===== src/rtl/cfrb_pkg.sv =====
package cfrb_pkg;

    localparam int DATA_W       = 8;
    localparam int BANK_W       = 5;
    localparam int NUM_BANKS    = 32;
    localparam int REGS_PER_BANK = 8;
    localparam int REG_IDX_W    = 3;
    localparam int ADDR_W       = 16;

    // fixed base of the register banks in data memory
    localparam logic [15:0] BANK_BASE = 16'h0100;

    // condition code field positions
    localparam int CC_C   = 0;
    localparam int CC_V   = 1;
    localparam int CC_Z   = 2;
    localparam int CC_N   = 3;
    localparam int CC_IL0 = 4;
    localparam int CC_IL1 = 5;
    localparam int CC_I   = 6;
    localparam int CC_H   = 7;

    localparam logic [7:0] CC_RESET   = 8'h30;
    localparam logic [4:0] BANK_RESET = 5'h00;

    // register offsets on the plain register port
    localparam logic [1:0] ADDR_CCR  = 2'h0;
    localparam logic [1:0] ADDR_BANK = 2'h1;
    localparam logic [1:0] ADDR_RESULT = 2'h2;

    typedef enum logic [3:0] {
        CFRB_OP_NONE,
        CFRB_OP_ADD,
        CFRB_OP_ADC,
        CFRB_OP_SUB,
        CFRB_OP_SBC,
        CFRB_OP_SHL,
        CFRB_OP_SHR,
        CFRB_OP_ROL,
        CFRB_OP_ROR,
        CFRB_OP_DAA,
        CFRB_OP_DAS
    } cfrb_op_e;

endpackage


===== src/rtl/cfrb_addr_gen.sv =====
`timescale 1ns/10ps
module cfrb_addr_gen
    import cfrb_pkg::*;
(
    input  wire logic [4:0]  i_bank,
    input  wire logic [2:0]  i_idx,
    output logic      [15:0] o_addr
);
    // bank pointer times eight plus index, over the fixed base
    assign o_addr = BANK_BASE + {8'h00, i_bank, i_idx};
endmodule


===== src/rtl/cfrb_core.sv =====
// Our own choices: the strobed register port and the register offsets.
`timescale 1ns/10ps
// Summary of operation
// - half-carry set on carry or borrow between bit 3 and bit 4
// - half-carry feeds the decimal adjust operations
// - interrupts accepted only while the enable flag is one
// - reset clears the interrupt enable flag
// - request serviced only if its level beats the two-bit mask
// - negative flag follows result bit 7
// - zero flag set when the result is zero
// - overflow flag set on signed two's-complement overflow
// - carry flag set on carry or borrow out of bit 7
// - shifts load carry with the bit shifted out
// - general registers are 8 bits, in data memory, eight per bank
// - up to 32 banks chosen by the bank pointer
module cfrb_core
    import cfrb_pkg::*;
(
    input  wire logic        i_clk,
    input  wire logic        i_rst,
    input  wire logic [3:0]  i_op,
    input  wire logic [7:0]  i_a,
    input  wire logic [7:0]  i_b,
    input  wire logic [2:0]  i_reg_idx,
    input  wire logic        i_irq_req,
    input  wire logic [1:0]  i_irq_level,
    input  wire logic [1:0]  i_addr,
    input  wire logic [7:0]  i_wdata,
    input  wire logic        i_wr,
    input  wire logic        i_rd,
    output logic      [7:0]  o_rdata,
    output logic      [7:0]  o_result,
    output logic      [7:0]  o_ccr,
    output logic      [15:0] o_reg_addr,
    output logic             o_irq_accept
);

    ////////////////////////////////////////////////////////////////////////////
    // flags are kept per concern: the arithmetic flags follow the datapath,
    // the enable and the mask change only through a software write
    logic        h_reg;
    logic        h_next;
    logic        n_reg;
    logic        z_reg;
    logic        v_reg;
    logic        v_next;
    logic        c_reg;
    logic        c_next;
    logic        ie_reg;
    logic [1:0]  mask_reg;
    logic [7:0]  ccr_word;
    logic        ccr_wr;
    logic        bank_wr;
    logic [4:0]  bank_reg;
    logic [7:0]  result_reg;
    logic [7:0]  result_next;
    logic [7:0]  rdata_reg;
    logic [7:0]  rdata_next;
    logic        flags_upd;
    cfrb_op_e    op;

    // adder and subtractor
    logic        add_sub;
    logic        add_cin;
    logic [8:0]  add_sum9;
    logic [4:0]  add_sum5;
    logic [7:0]  add_res;
    logic        add_c;
    logic        add_h;
    logic        add_v;

    // shifter
    logic [7:0]  sh_res;
    logic        sh_c;

    // decimal adjust
    logic [7:0]  dec_adj;
    logic [8:0]  dec_sum9;
    logic [7:0]  dec_res;
    logic        dec_c;

    ////////////////////////////////////////////////////////////////////////////
    // register port write decode, shared by the flag and bank registers
    function automatic logic port_write(input logic       wr,
                                        input logic [1:0] addr,
                                        input logic [1:0] target);
        return wr && (addr == target);
    endfunction

    // operations that run through the adder and own the h and v flags
    function automatic logic is_arith(input cfrb_op_e code);
        return (code == CFRB_OP_ADD) || (code == CFRB_OP_ADC)
            || (code == CFRB_OP_SUB) || (code == CFRB_OP_SBC);
    endfunction

    // operations that chain in the carry of the previous one
    function automatic logic uses_carry(input cfrb_op_e code);
        return (code == CFRB_OP_ADC) || (code == CFRB_OP_SBC);
    endfunction

    assign op      = cfrb_op_e'(i_op);
    assign ccr_wr  = port_write(i_wr, i_addr, ADDR_CCR);
    assign bank_wr = port_write(i_wr, i_addr, ADDR_BANK);
    assign add_sub = (op == CFRB_OP_SUB) || (op == CFRB_OP_SBC);
    assign add_cin = uses_carry(op) && c_reg;

    ////////////////////////////////////////////////////////////////////////////
    // carry out of subtraction is the borrow, as the bcd adjust expects
    always_comb begin
        if (add_sub) begin
            add_sum9 = {1'b0, i_a} - {1'b0, i_b} - {8'h00, add_cin};
            add_sum5 = {1'b0, i_a[3:0]} - {1'b0, i_b[3:0]} - {4'h0, add_cin};
        end else begin
            add_sum9 = {1'b0, i_a} + {1'b0, i_b} + {8'h00, add_cin};
            add_sum5 = {1'b0, i_a[3:0]} + {1'b0, i_b[3:0]} + {4'h0, add_cin};
        end
        add_res = add_sum9[7:0];
        add_c   = add_sum9[8];
        add_h   = add_sum5[4];
        add_v   = add_sub ? ((i_a[7] != i_b[7]) && (add_sum9[7] != i_a[7]))
                          : ((i_a[7] == i_b[7]) && (add_sum9[7] != i_a[7]));
    end

    ////////////////////////////////////////////////////////////////////////////
    // rotates pass through the old carry, plain shifts bring in zero
    always_comb begin
        sh_res = i_a;
        sh_c   = c_reg;
        unique case (op)
            CFRB_OP_SHL: begin
                sh_res = {i_a[6:0], 1'b0};
                sh_c   = i_a[7];
            end
            CFRB_OP_SHR: begin
                sh_res = {1'b0, i_a[7:1]};
                sh_c   = i_a[0];
            end
            CFRB_OP_ROL: begin
                sh_res = {i_a[6:0], c_reg};
                sh_c   = i_a[7];
            end
            CFRB_OP_ROR: begin
                sh_res = {c_reg, i_a[7:1]};
                sh_c   = i_a[0];
            end
            default: begin
                sh_res = i_a;
                sh_c   = c_reg;
            end
        endcase
    end

    ////////////////////////////////////////////////////////////////////////////
    // bcd correction relies on the stored half-carry and carry
    always_comb begin
        dec_adj = 8'h00;
        if (op == CFRB_OP_DAS) begin
            dec_adj[3:0] = h_reg ? 4'h6 : 4'h0;
            dec_adj[7:4] = c_reg ? 4'h6 : 4'h0;
            dec_sum9     = {1'b0, i_a} - {1'b0, dec_adj};
            dec_c        = c_reg;
        end else begin
            // after an add a digit above nine needs the same correction
            dec_adj[3:0] = (h_reg || i_a[3:0] > 4'h9) ? 4'h6 : 4'h0;
            dec_adj[7:4] = (c_reg || i_a > 8'h99) ? 4'h6 : 4'h0;
            dec_sum9     = {1'b0, i_a} + {1'b0, dec_adj};
            dec_c        = c_reg || (i_a > 8'h99);
        end
        dec_res = dec_sum9[7:0];
    end

    ////////////////////////////////////////////////////////////////////////////
    // result and flag select; unknown codes leave everything as it was
    always_comb begin
        result_next = result_reg;
        c_next      = c_reg;
        h_next      = h_reg;
        v_next      = v_reg;
        flags_upd   = 1'b1;
        if (is_arith(op)) begin
            result_next = add_res;
            c_next      = add_c;
            h_next      = add_h;
            v_next      = add_v;
        end else begin
            unique case (op)
                CFRB_OP_SHL, CFRB_OP_SHR, CFRB_OP_ROL, CFRB_OP_ROR: begin
                    result_next = sh_res;
                    c_next      = sh_c;
                end
                CFRB_OP_DAA, CFRB_OP_DAS: begin
                    result_next = dec_res;
                    c_next      = dec_c;
                end
                default: begin
                    flags_upd = 1'b0;
                end
            endcase
        end
    end

    ////////////////////////////////////////////////////////////////////////////
    // a software write of the flag byte wins over an operation in the same cycle

    always_ff @(posedge i_clk) begin
        if (i_rst) begin
            h_reg <= CC_RESET[CC_H];
        end else if (ccr_wr) begin
            h_reg <= i_wdata[CC_H];
        end else if (flags_upd) begin
            h_reg <= h_next;
        end
    end

    always_ff @(posedge i_clk) begin
        if (i_rst) begin
            n_reg <= CC_RESET[CC_N];
        end else if (ccr_wr) begin
            n_reg <= i_wdata[CC_N];
        end else if (flags_upd) begin
            n_reg <= result_next[7];
        end
    end

    always_ff @(posedge i_clk) begin
        if (i_rst) begin
            z_reg <= CC_RESET[CC_Z];
        end else if (ccr_wr) begin
            z_reg <= i_wdata[CC_Z];
        end else if (flags_upd) begin
            z_reg <= (result_next == 8'h00);
        end
    end

    always_ff @(posedge i_clk) begin
        if (i_rst) begin
            v_reg <= CC_RESET[CC_V];
        end else if (ccr_wr) begin
            v_reg <= i_wdata[CC_V];
        end else if (flags_upd) begin
            v_reg <= v_next;
        end
    end

    always_ff @(posedge i_clk) begin
        if (i_rst) begin
            c_reg <= CC_RESET[CC_C];
        end else if (ccr_wr) begin
            c_reg <= i_wdata[CC_C];
        end else if (flags_upd) begin
            c_reg <= c_next;
        end
    end

    // interrupts start out disabled until software sets the enable
    always_ff @(posedge i_clk) begin
        if (i_rst) begin
            ie_reg <= CC_RESET[CC_I];
        end else if (ccr_wr) begin
            ie_reg <= i_wdata[CC_I];
        end
    end

    always_ff @(posedge i_clk) begin
        if (i_rst) begin
            mask_reg <= {CC_RESET[CC_IL1], CC_RESET[CC_IL0]};
        end else if (ccr_wr) begin
            mask_reg <= {i_wdata[CC_IL1], i_wdata[CC_IL0]};
        end
    end

    // the flag byte as software and the outside see it
    always_comb begin
        ccr_word         = 8'h00;
        ccr_word[CC_H]   = h_reg;
        ccr_word[CC_I]   = ie_reg;
        ccr_word[CC_IL1] = mask_reg[1];
        ccr_word[CC_IL0] = mask_reg[0];
        ccr_word[CC_N]   = n_reg;
        ccr_word[CC_Z]   = z_reg;
        ccr_word[CC_V]   = v_reg;
        ccr_word[CC_C]   = c_reg;
    end

    ////////////////////////////////////////////////////////////////////////////
    always_ff @(posedge i_clk) begin
        if (i_rst) begin
            result_reg <= 8'h00;
        end else begin
            result_reg <= result_next;
        end
    end

    always_ff @(posedge i_clk) begin
        if (i_rst) begin
            bank_reg <= BANK_RESET;
        end else if (bank_wr) begin
            bank_reg <= i_wdata[4:0];
        end
    end

    // read data stand one cycle after each cycle of the read strobe and are zero otherwise
    always_comb begin
        rdata_next = 8'h00;
        if (i_rd) begin
            unique case (i_addr)
                ADDR_CCR:    rdata_next = ccr_word;
                ADDR_BANK:   rdata_next = {3'h0, bank_reg};
                ADDR_RESULT: rdata_next = result_reg;
                default:     rdata_next = 8'h00;
            endcase
        end
    end

    always_ff @(posedge i_clk) begin
        if (i_rst) begin
            rdata_reg <= 8'h00;
        end else begin
            rdata_reg <= rdata_next;
        end
    end

    ////////////////////////////////////////////////////////////////////////////
    // level 00 is highest; a request needs a strictly smaller code than the mask
    assign o_irq_accept = i_irq_req && ie_reg
                       && (i_irq_level < mask_reg);

    assign o_rdata  = rdata_reg;
    assign o_result = result_reg;
    assign o_ccr    = ccr_word;

    // registers themselves live in data memory; only the address is made here
    cfrb_addr_gen u_addr_gen (
        .i_bank (bank_reg),
        .i_idx  (i_reg_idx),
        .o_addr (o_reg_addr)
    );

endmodule


===== config.mk =====
export PLATFORM = sky130hd
export DESIGN_NAME = cfrb_core
export DESIGN_NICKNAME = d
export VERILOG_FILES = /design/src/rtl/cfrb_pkg.sv /design/src/rtl/cfrb_addr_gen.sv /design/src/rtl/cfrb_core.sv
export SDC_FILE = /design/constraint.sdc
export NUM_CORES = 1
export LEC_CHECK = 0
export ABC_CLOCK_PERIOD_IN_PS = 3750
export BUFFER_PORTS_ARGS = -buffer_cell sky130_fd_sc_hd__buf_2
export CORE_ASPECT_RATIO = 1.25
export CORE_MARGIN = 2
export CORE_UTILIZATION = 45
export CTS_CLUSTER_DIAMETER = 100
export CTS_CLUSTER_SIZE = 24
export DETAILED_ROUTE_END_ITERATION = 7
export PLACE_DENSITY = 0.82
export SYNTH_ARGS = -nofsm -noshare
export SYNTH_HDL_FRONTEND = slang
export SYNTH_SLANG_ARGS = --single-unit

===== constraint.sdc =====
create_clock -name i_clk -period 3.75 [get_ports i_clk]
set_input_delay 0.1875 -clock i_clk [delete_from_list [all_inputs] [get_ports i_clk]]
set_output_delay 0.1875 -clock i_clk [all_outputs]
set_load 0.01 [all_outputs]

# Yosys cells after proc, flatten, opt, wreduce, memory -nomap -nowiden
# Index checks and enable logic that the tools add are counted.
# W data, S select, Z words.
word_totals:
  register_bits: 29
  latchBits: 0
  ram_bits: 0
  rom_bits: 0
  inputBits: 40
  output_inout_bits: 41
  word_cells: 99
  mem_count: 0
op_classes:
  n_addsub: 11
  multipliers: 0
  n_div: 0
  order_cmp: 3
  n_eq_ne: 17
  n_shift: 0
  mux: 30
  n_bitwise: 1
  reduce_logical: 27
op_table:
  columns: ["operator", "count"]
  rows:
  - ["$pmux W8 S4", 1]
  - ["$pmux W8 S3", 1]
  - ["$mux W1", 17]
  - ["$eq A4 B3 Y1 const B", 4]
  - ["$mux W8", 2]
  - ["$pmux W8 S2", 1]
  - ["$eq A4 B4 Y1 const B", 3]
  - ["$mux W3", 4]
  - ["$add A9 B8 Y10 const A", 1]
  - ["$add A8 B8 Y9", 1]
  - ["$add A9 B1 Y9", 1]
  - ["$mux W9", 1]
  - ["$sub A8 B8 Y9", 1]
  - ["$sub A9 B1 Y9", 1]
  - ["$add A8 B7 Y8", 1]
  - ["$eq A4 B2 Y1 const B", 2]
  - ["$gt A8 B8 Y1 const B", 1]
  - ["$logic_not A8 Y1", 1]
  - ["$reduce_or A2 Y1", 4]
  - ["$sub A8 B7 Y8", 1]
  - ["$logic_and A1 B1 Y1", 7]
  - ["$logic_or A1 B1 Y1", 7]
  - ["$reduce_or A6 Y1", 1]
  - ["$add A4 B4 Y5", 1]
  - ["other kinds (21)", 24]

# Logic depth before layout (Yosys ltp)
logic_depth:
  ltp_word: 11
  mapped_depth: 15
  mapped_depth_nobuf: 15

# Hierarchy
# From an unflattened synthesis, not the netlist that was laid out.
hier_totals:
  cells_unflattened: 390
  area_unflattened_um2: 3205.6
by_module_without_submodules:
  columns: ["module", "n_inst", "cells_per_inst", "area_each_um2", "seq_area_each_um2"]
  rows:
  - ["cfrb_core", 1, 372, 3078.0, 580.6]
  - ["cfrb_addr_gen", 1, 18, 127.6, 0.0]

# Worst setup path after synthesis
# Ideal clock, no wire load.
synth_path:
  path_kind: "input-to-reg"
  from: "in i_a[1]"
  to: "reg n_reg"
  setup_ns: 0.078
  t_arrival_ns: 2.836
  t_required_ns: 3.672
  path_slack_ns: 0.836
  stages: 15
  path_buffers: 0
  cell_sequence: "inv_1 a21oi_1 a211o_1 a21oi_1 ha_1 nand2_1 o21ai_0 ha_1 nand2_1 a2111oi_0 a211o_1 a31oi_1 a311o_1 o21a_1 nor3_1"
synth_via:
  elab_chain_cells: 9
  elab_cells_between_ends: 18
  cone_classes: "6 x add/sub; 2 x order compare; 8 x mux; 2 x reduce/logical"
synth_lines:
  columns: ["element", "line", "text"]
  rows:
  - ["start: declaration", "cfrb_core.sv:22", "input wire logic [7:0] i_a,"]
  - ["$gt A8 B8 Y1 / $gt A4 B4 Y1 (equally long branches)", "cfrb_core.sv:165, cfrb_core.sv:164", null]
  - ["$logic_or A1 B1 Y1, on equally long branches", "cfrb_core.sv:165, cfrb_core.sv:164", null]
  - ["$mux W3, on equally long branches", "cfrb_core.sv:165, cfrb_core.sv:164", null]
  - ["$add A8 B7 Y8", "cfrb_core.sv:166", "dec_sum9 = {1'b0, i_a} + {1'b0, dec_adj};"]
  - ["$mux W8", "cfrb_core.sv:157", "if (op == CFRB_OP_DAS) begin"]
  - ["$pmux W8 S2", "cfrb_core.sv:186", "unique case (op)"]
  - ["$mux W8 (*)", "cfrb_core.sv:180", "if (is_arith(op)) begin"]
  - ["$mux W1 (*)", "cfrb_core.sv:220", "end else if (flags_upd) begin"]
  - ["$mux W1 (*)", "cfrb_core.sv:218", "end else if (ccr_wr) begin"]
  - ["end signal: assignment", "cfrb_core.sv:217", "n_reg <= CC_RESET[CC_N];"]
  - ["end signal: assignment", "cfrb_core.sv:219", "n_reg <= i_wdata[CC_N];"]
  - ["end signal: assignment", "cfrb_core.sv:221", "n_reg <= result_next[7];"]
  - ["end: declaration", "cfrb_core.sv:43", "logic n_reg;"]
# Mark *: on every way between the ends. The rest lies on a longest branch, timed or not. The select of a mux whose other input is x is not followed.
# A chain may end at the register's enable or synchronous reset.

# Worst setup path after layout
# Same ends and word-level chain as after synthesis.

==> out/qor.yml <==
fmax_mhz: 306
p_leak_nw: 1.72
grt_max_degree: 24
critPathSlowestCell: "a2111oi_0"
synth_cells: 411
clk_latency_ns: 0.28
path_class: "in -> reg"
stdcell_area_mm2: 0.00356
dpl.hpwl_um: 7350
whs_path_depth: 2
grt.total_usage: 0.234
fin_crit_ns: 3.27
cp.arrival_ns: 3.46
dp_slack_ns: 0.277
use_met2: 0.413
cts_resized: 0
syn_area_mm2: 0.00316
seq_area_um2: 581
synth_area_per_cell_um2: 7.69
ys_ff_latch: 29
max-cap-violations: 0
setup_viol: 0
hold_ws_ns: 0.112
finalSetupTns_ns: 0
rr_worst_depth: 12
place_area_mm2: 0.00347
htree_levels: 2
crit_chain: "buf_2 -> inv_1 -> a21oi_1 -> a211o_1 -> a21oi_1 -> ha_1 -> nand2_1 -> o21ai_0 -> ha_1 -> nand2_1 -> a2111oi_0 -> a211o_1 -> a31oi_1 -> a311o_1 -> o21a_1 -> nor3_1"
drcViolationCount: 0
fin_nets: 539
met3_usage: 0.0316
die_h_um: 97.7
tightest_slew_ns: 0.859
path_max_fanout: 10
cp-end-kind: "flop"
finalWirelength_um: 9020
place.gp.congestion: 0.899
fillers: 703
cts_made_buffers: 5
dp.cells: 547
rows: 34
fin_crit_sh: 0.872
synth-edff-count: 0
start_util: 0.459
async_reset_ff_frac: 0
cts_sinks: 29
grt_first_pass_wirelength_um: 14500
synth_top_flop_cell: "dfxtp_1"
drt-wirelength-per-cell_um: 16.3
drtIter0Drc: 231
yosys-top-cells-area: "dfxtp_1 18%, ha_1 12%, nor2_1 5.7%"
postCtsHoldBufs: 0
antenna_found_initial: 0
finalHoldViolations: 0
cp.depth: 16
io_buffer_count: 66
cts_setup_buffers: 0
maxSlewViolCount: 0
cts_root_buf: "clkbuf_8"
multiInputGateArea_mm2: 0.00226
busiest_layer: "met2"
rsz0062_at_grt: "false"
vias: 3201
start_kind: "primary input"
cts_tree: "done"
crit_buf_inv: 2
slowest_delay_ns: 0.53
synth_cell_types: 59
syn_to_final_growth_pct: 12.6
core_mm2: 0.00689
cp.required_ns: 3.94
first_pass_iters: 5
gr-usage-met1: 0.273
worst_slack_ns: 0.480
ys_warn_count: 0
vias_per_cell: 5.78
grt-ovfl-total: 0
fin_skew_ns: 0.00446
die_w_um: 79.0
ant_nets: 0
pin_count: 81
synth_top_area_frac: 0.184
clk_path_buf_depth: 2
powerDensity_mw_per_mm2: 303
final_cells: 554
hp-class: "in -> reg"
status: "completed"
grt_pass1_vias: 3044
yosys.area.top_type: "dfxtp_1"
ys_seq_area_frac: 0.184
die-area_mm2: 0.00771
ir_drop_v: 0.000228
maxSlewHeadroom: 0.422
clk_pin_slew_ns: 0.06
drive_gt1_frac: 0.196
critPathTopFamily: "compound AO/OA/AOI/OAI gates"
diodes: 0
## layout make-up
| class | instances | share of cell area |
|---|---|---|
| well taps | 90 | 0.0316 |
| inverters | 35 | 0.0369 |
| clock buffers | 7 | 0.0243 |
| flip-flops and latches | 29 | 0.163 |
| repair buffers | 74 | 0.110 |
| multi-input cells | 319 | 0.634 |
## placed cells by master (no fill, tap or decap), types with 6 or more instances in the layout
| cell | count |
|---|---|
| dfxtp_1 | 29 |
| buf_4 | 8 |
| inv_1 | 35 |
| nand2b_1 | 9 |
| mux2i_1 | 14 |
| nor2_1 | 48 |
| clkbuf_8 | 6 |
| nor2b_1 | 9 |
| xor2_1 | 8 |
| a211oi_1 | 9 |
| o21ai_0 | 16 |
| nor3_1 | 13 |
| xnor2_1 | 9 |
| nand2_1 | 26 |
| a21oi_1 | 29 |
| buf_2 | 66 |
| conb_1 | 8 |
| ha_1 | 31 |
## cells in the mapped netlist, types with 3 or more instances
| cell | count |
|---|---|
| nor2_1 | 48 |
| inv_1 | 35 |
| a32oi_1 | 4 |
| dfxtp_1 | 29 |
| xnor2_1 | 9 |
| a211oi_1 | 9 |
| a31oi_1 | 5 |
| buf_4 | 17 |
| ha_1 | 31 |
| or2_2 | 3 |
| xor2_1 | 8 |
| nand3b_1 | 5 |
| a211o_1 | 3 |
| o22ai_1 | 5 |
| a311o_1 | 3 |
| o21ai_0 | 16 |
| nor3_1 | 13 |
| nand2_1 | 26 |
| a311oi_1 | 3 |
| o221ai_1 | 4 |
| mux2i_1 | 14 |
| a221oi_1 | 4 |
| a21o_1 | 5 |
| clkbuf_1 | 8 |
| buf_2 | 6 |
| fa_1 | 4 |
| nand2b_1 | 9 |
| a22oi_1 | 3 |
| or3_1 | 3 |
| a21oi_1 | 29 |
| nor2b_1 | 9 |
| nand3_1 | 5 |
## report_power, final
part	internal [mW]	total [mW]	leakage [nW]	switching (mW)
Sequential	0.330	0.353	0.238	0.0231
Combinational	0.199	0.471	1.44	0.272
Clock	0.145	0.253	0.0443	0.108
Total	0.674	1.08	1.72	0.403
## final timing paths
path	endpoint	start	slack, ns
worst min-delay path	mask_reg[1]$_SDFFE_PP1P_	i_wdata[5]	0.11
worst max-delay path	n_reg$_SDFFE_PP0N_	i_a[1]	0.48
worst min register to register	ie_reg$_SDFFE_PP0P_	ie_reg$_SDFFE_PP0P_	0.50
worst max register to register	n_reg$_SDFFE_PP0N_	c_reg$_SDFFE_PP0P_	0.63
## logic make-up (layout without fill, tap and decap cells)
kind of cell    Yosys count  in the layout  synth area share
compound gates          107            107             0.236
xor+xnor                 18             18            0.0542
fa+ha+maj                35             35             0.148
buf+inv                  69            116             0.109
flops                    29             29             0.184
mux                      14             14            0.0443
other cells               2              8           0.00238
simple gates            137            137             0.222
## routing by layer
metal  share of wire  vias to the layer above  wire length (um)
li1                -                     1539                 -
met1            0.39                     1482              3520
met2            0.50                      149              4510
met3           0.068                       31               609
met4           0.043                        0               384
met5               0                        -                 0
## worst reg2reg max path, stage by stage, from the launching register on
cell and delay, ns:
dfxtp_1 0.33, nand3_1 0.14, fa_1 0.58, inv_1 0.06
ha_1 0.17, o21ai_0 0.31, a211oi_1 0.23, nor4_1 0.22
a2111oi_0 0.11, buf_4 0.19, a311o_1 0.35, o21a_1 0.18
nor3_1 0.17
## per-stage QoR
stage          power [mW]   util
3_5_place_dp        0.823  0.504
4_1_cts              1.07  0.516
3_3_place_gp        0.812  0.504
2_1_floorplan       0.699      -
5_1_grt              1.14  0.516
6_report             1.08  0.516
No activity file was read; power rests on OpenSTA's default activity.
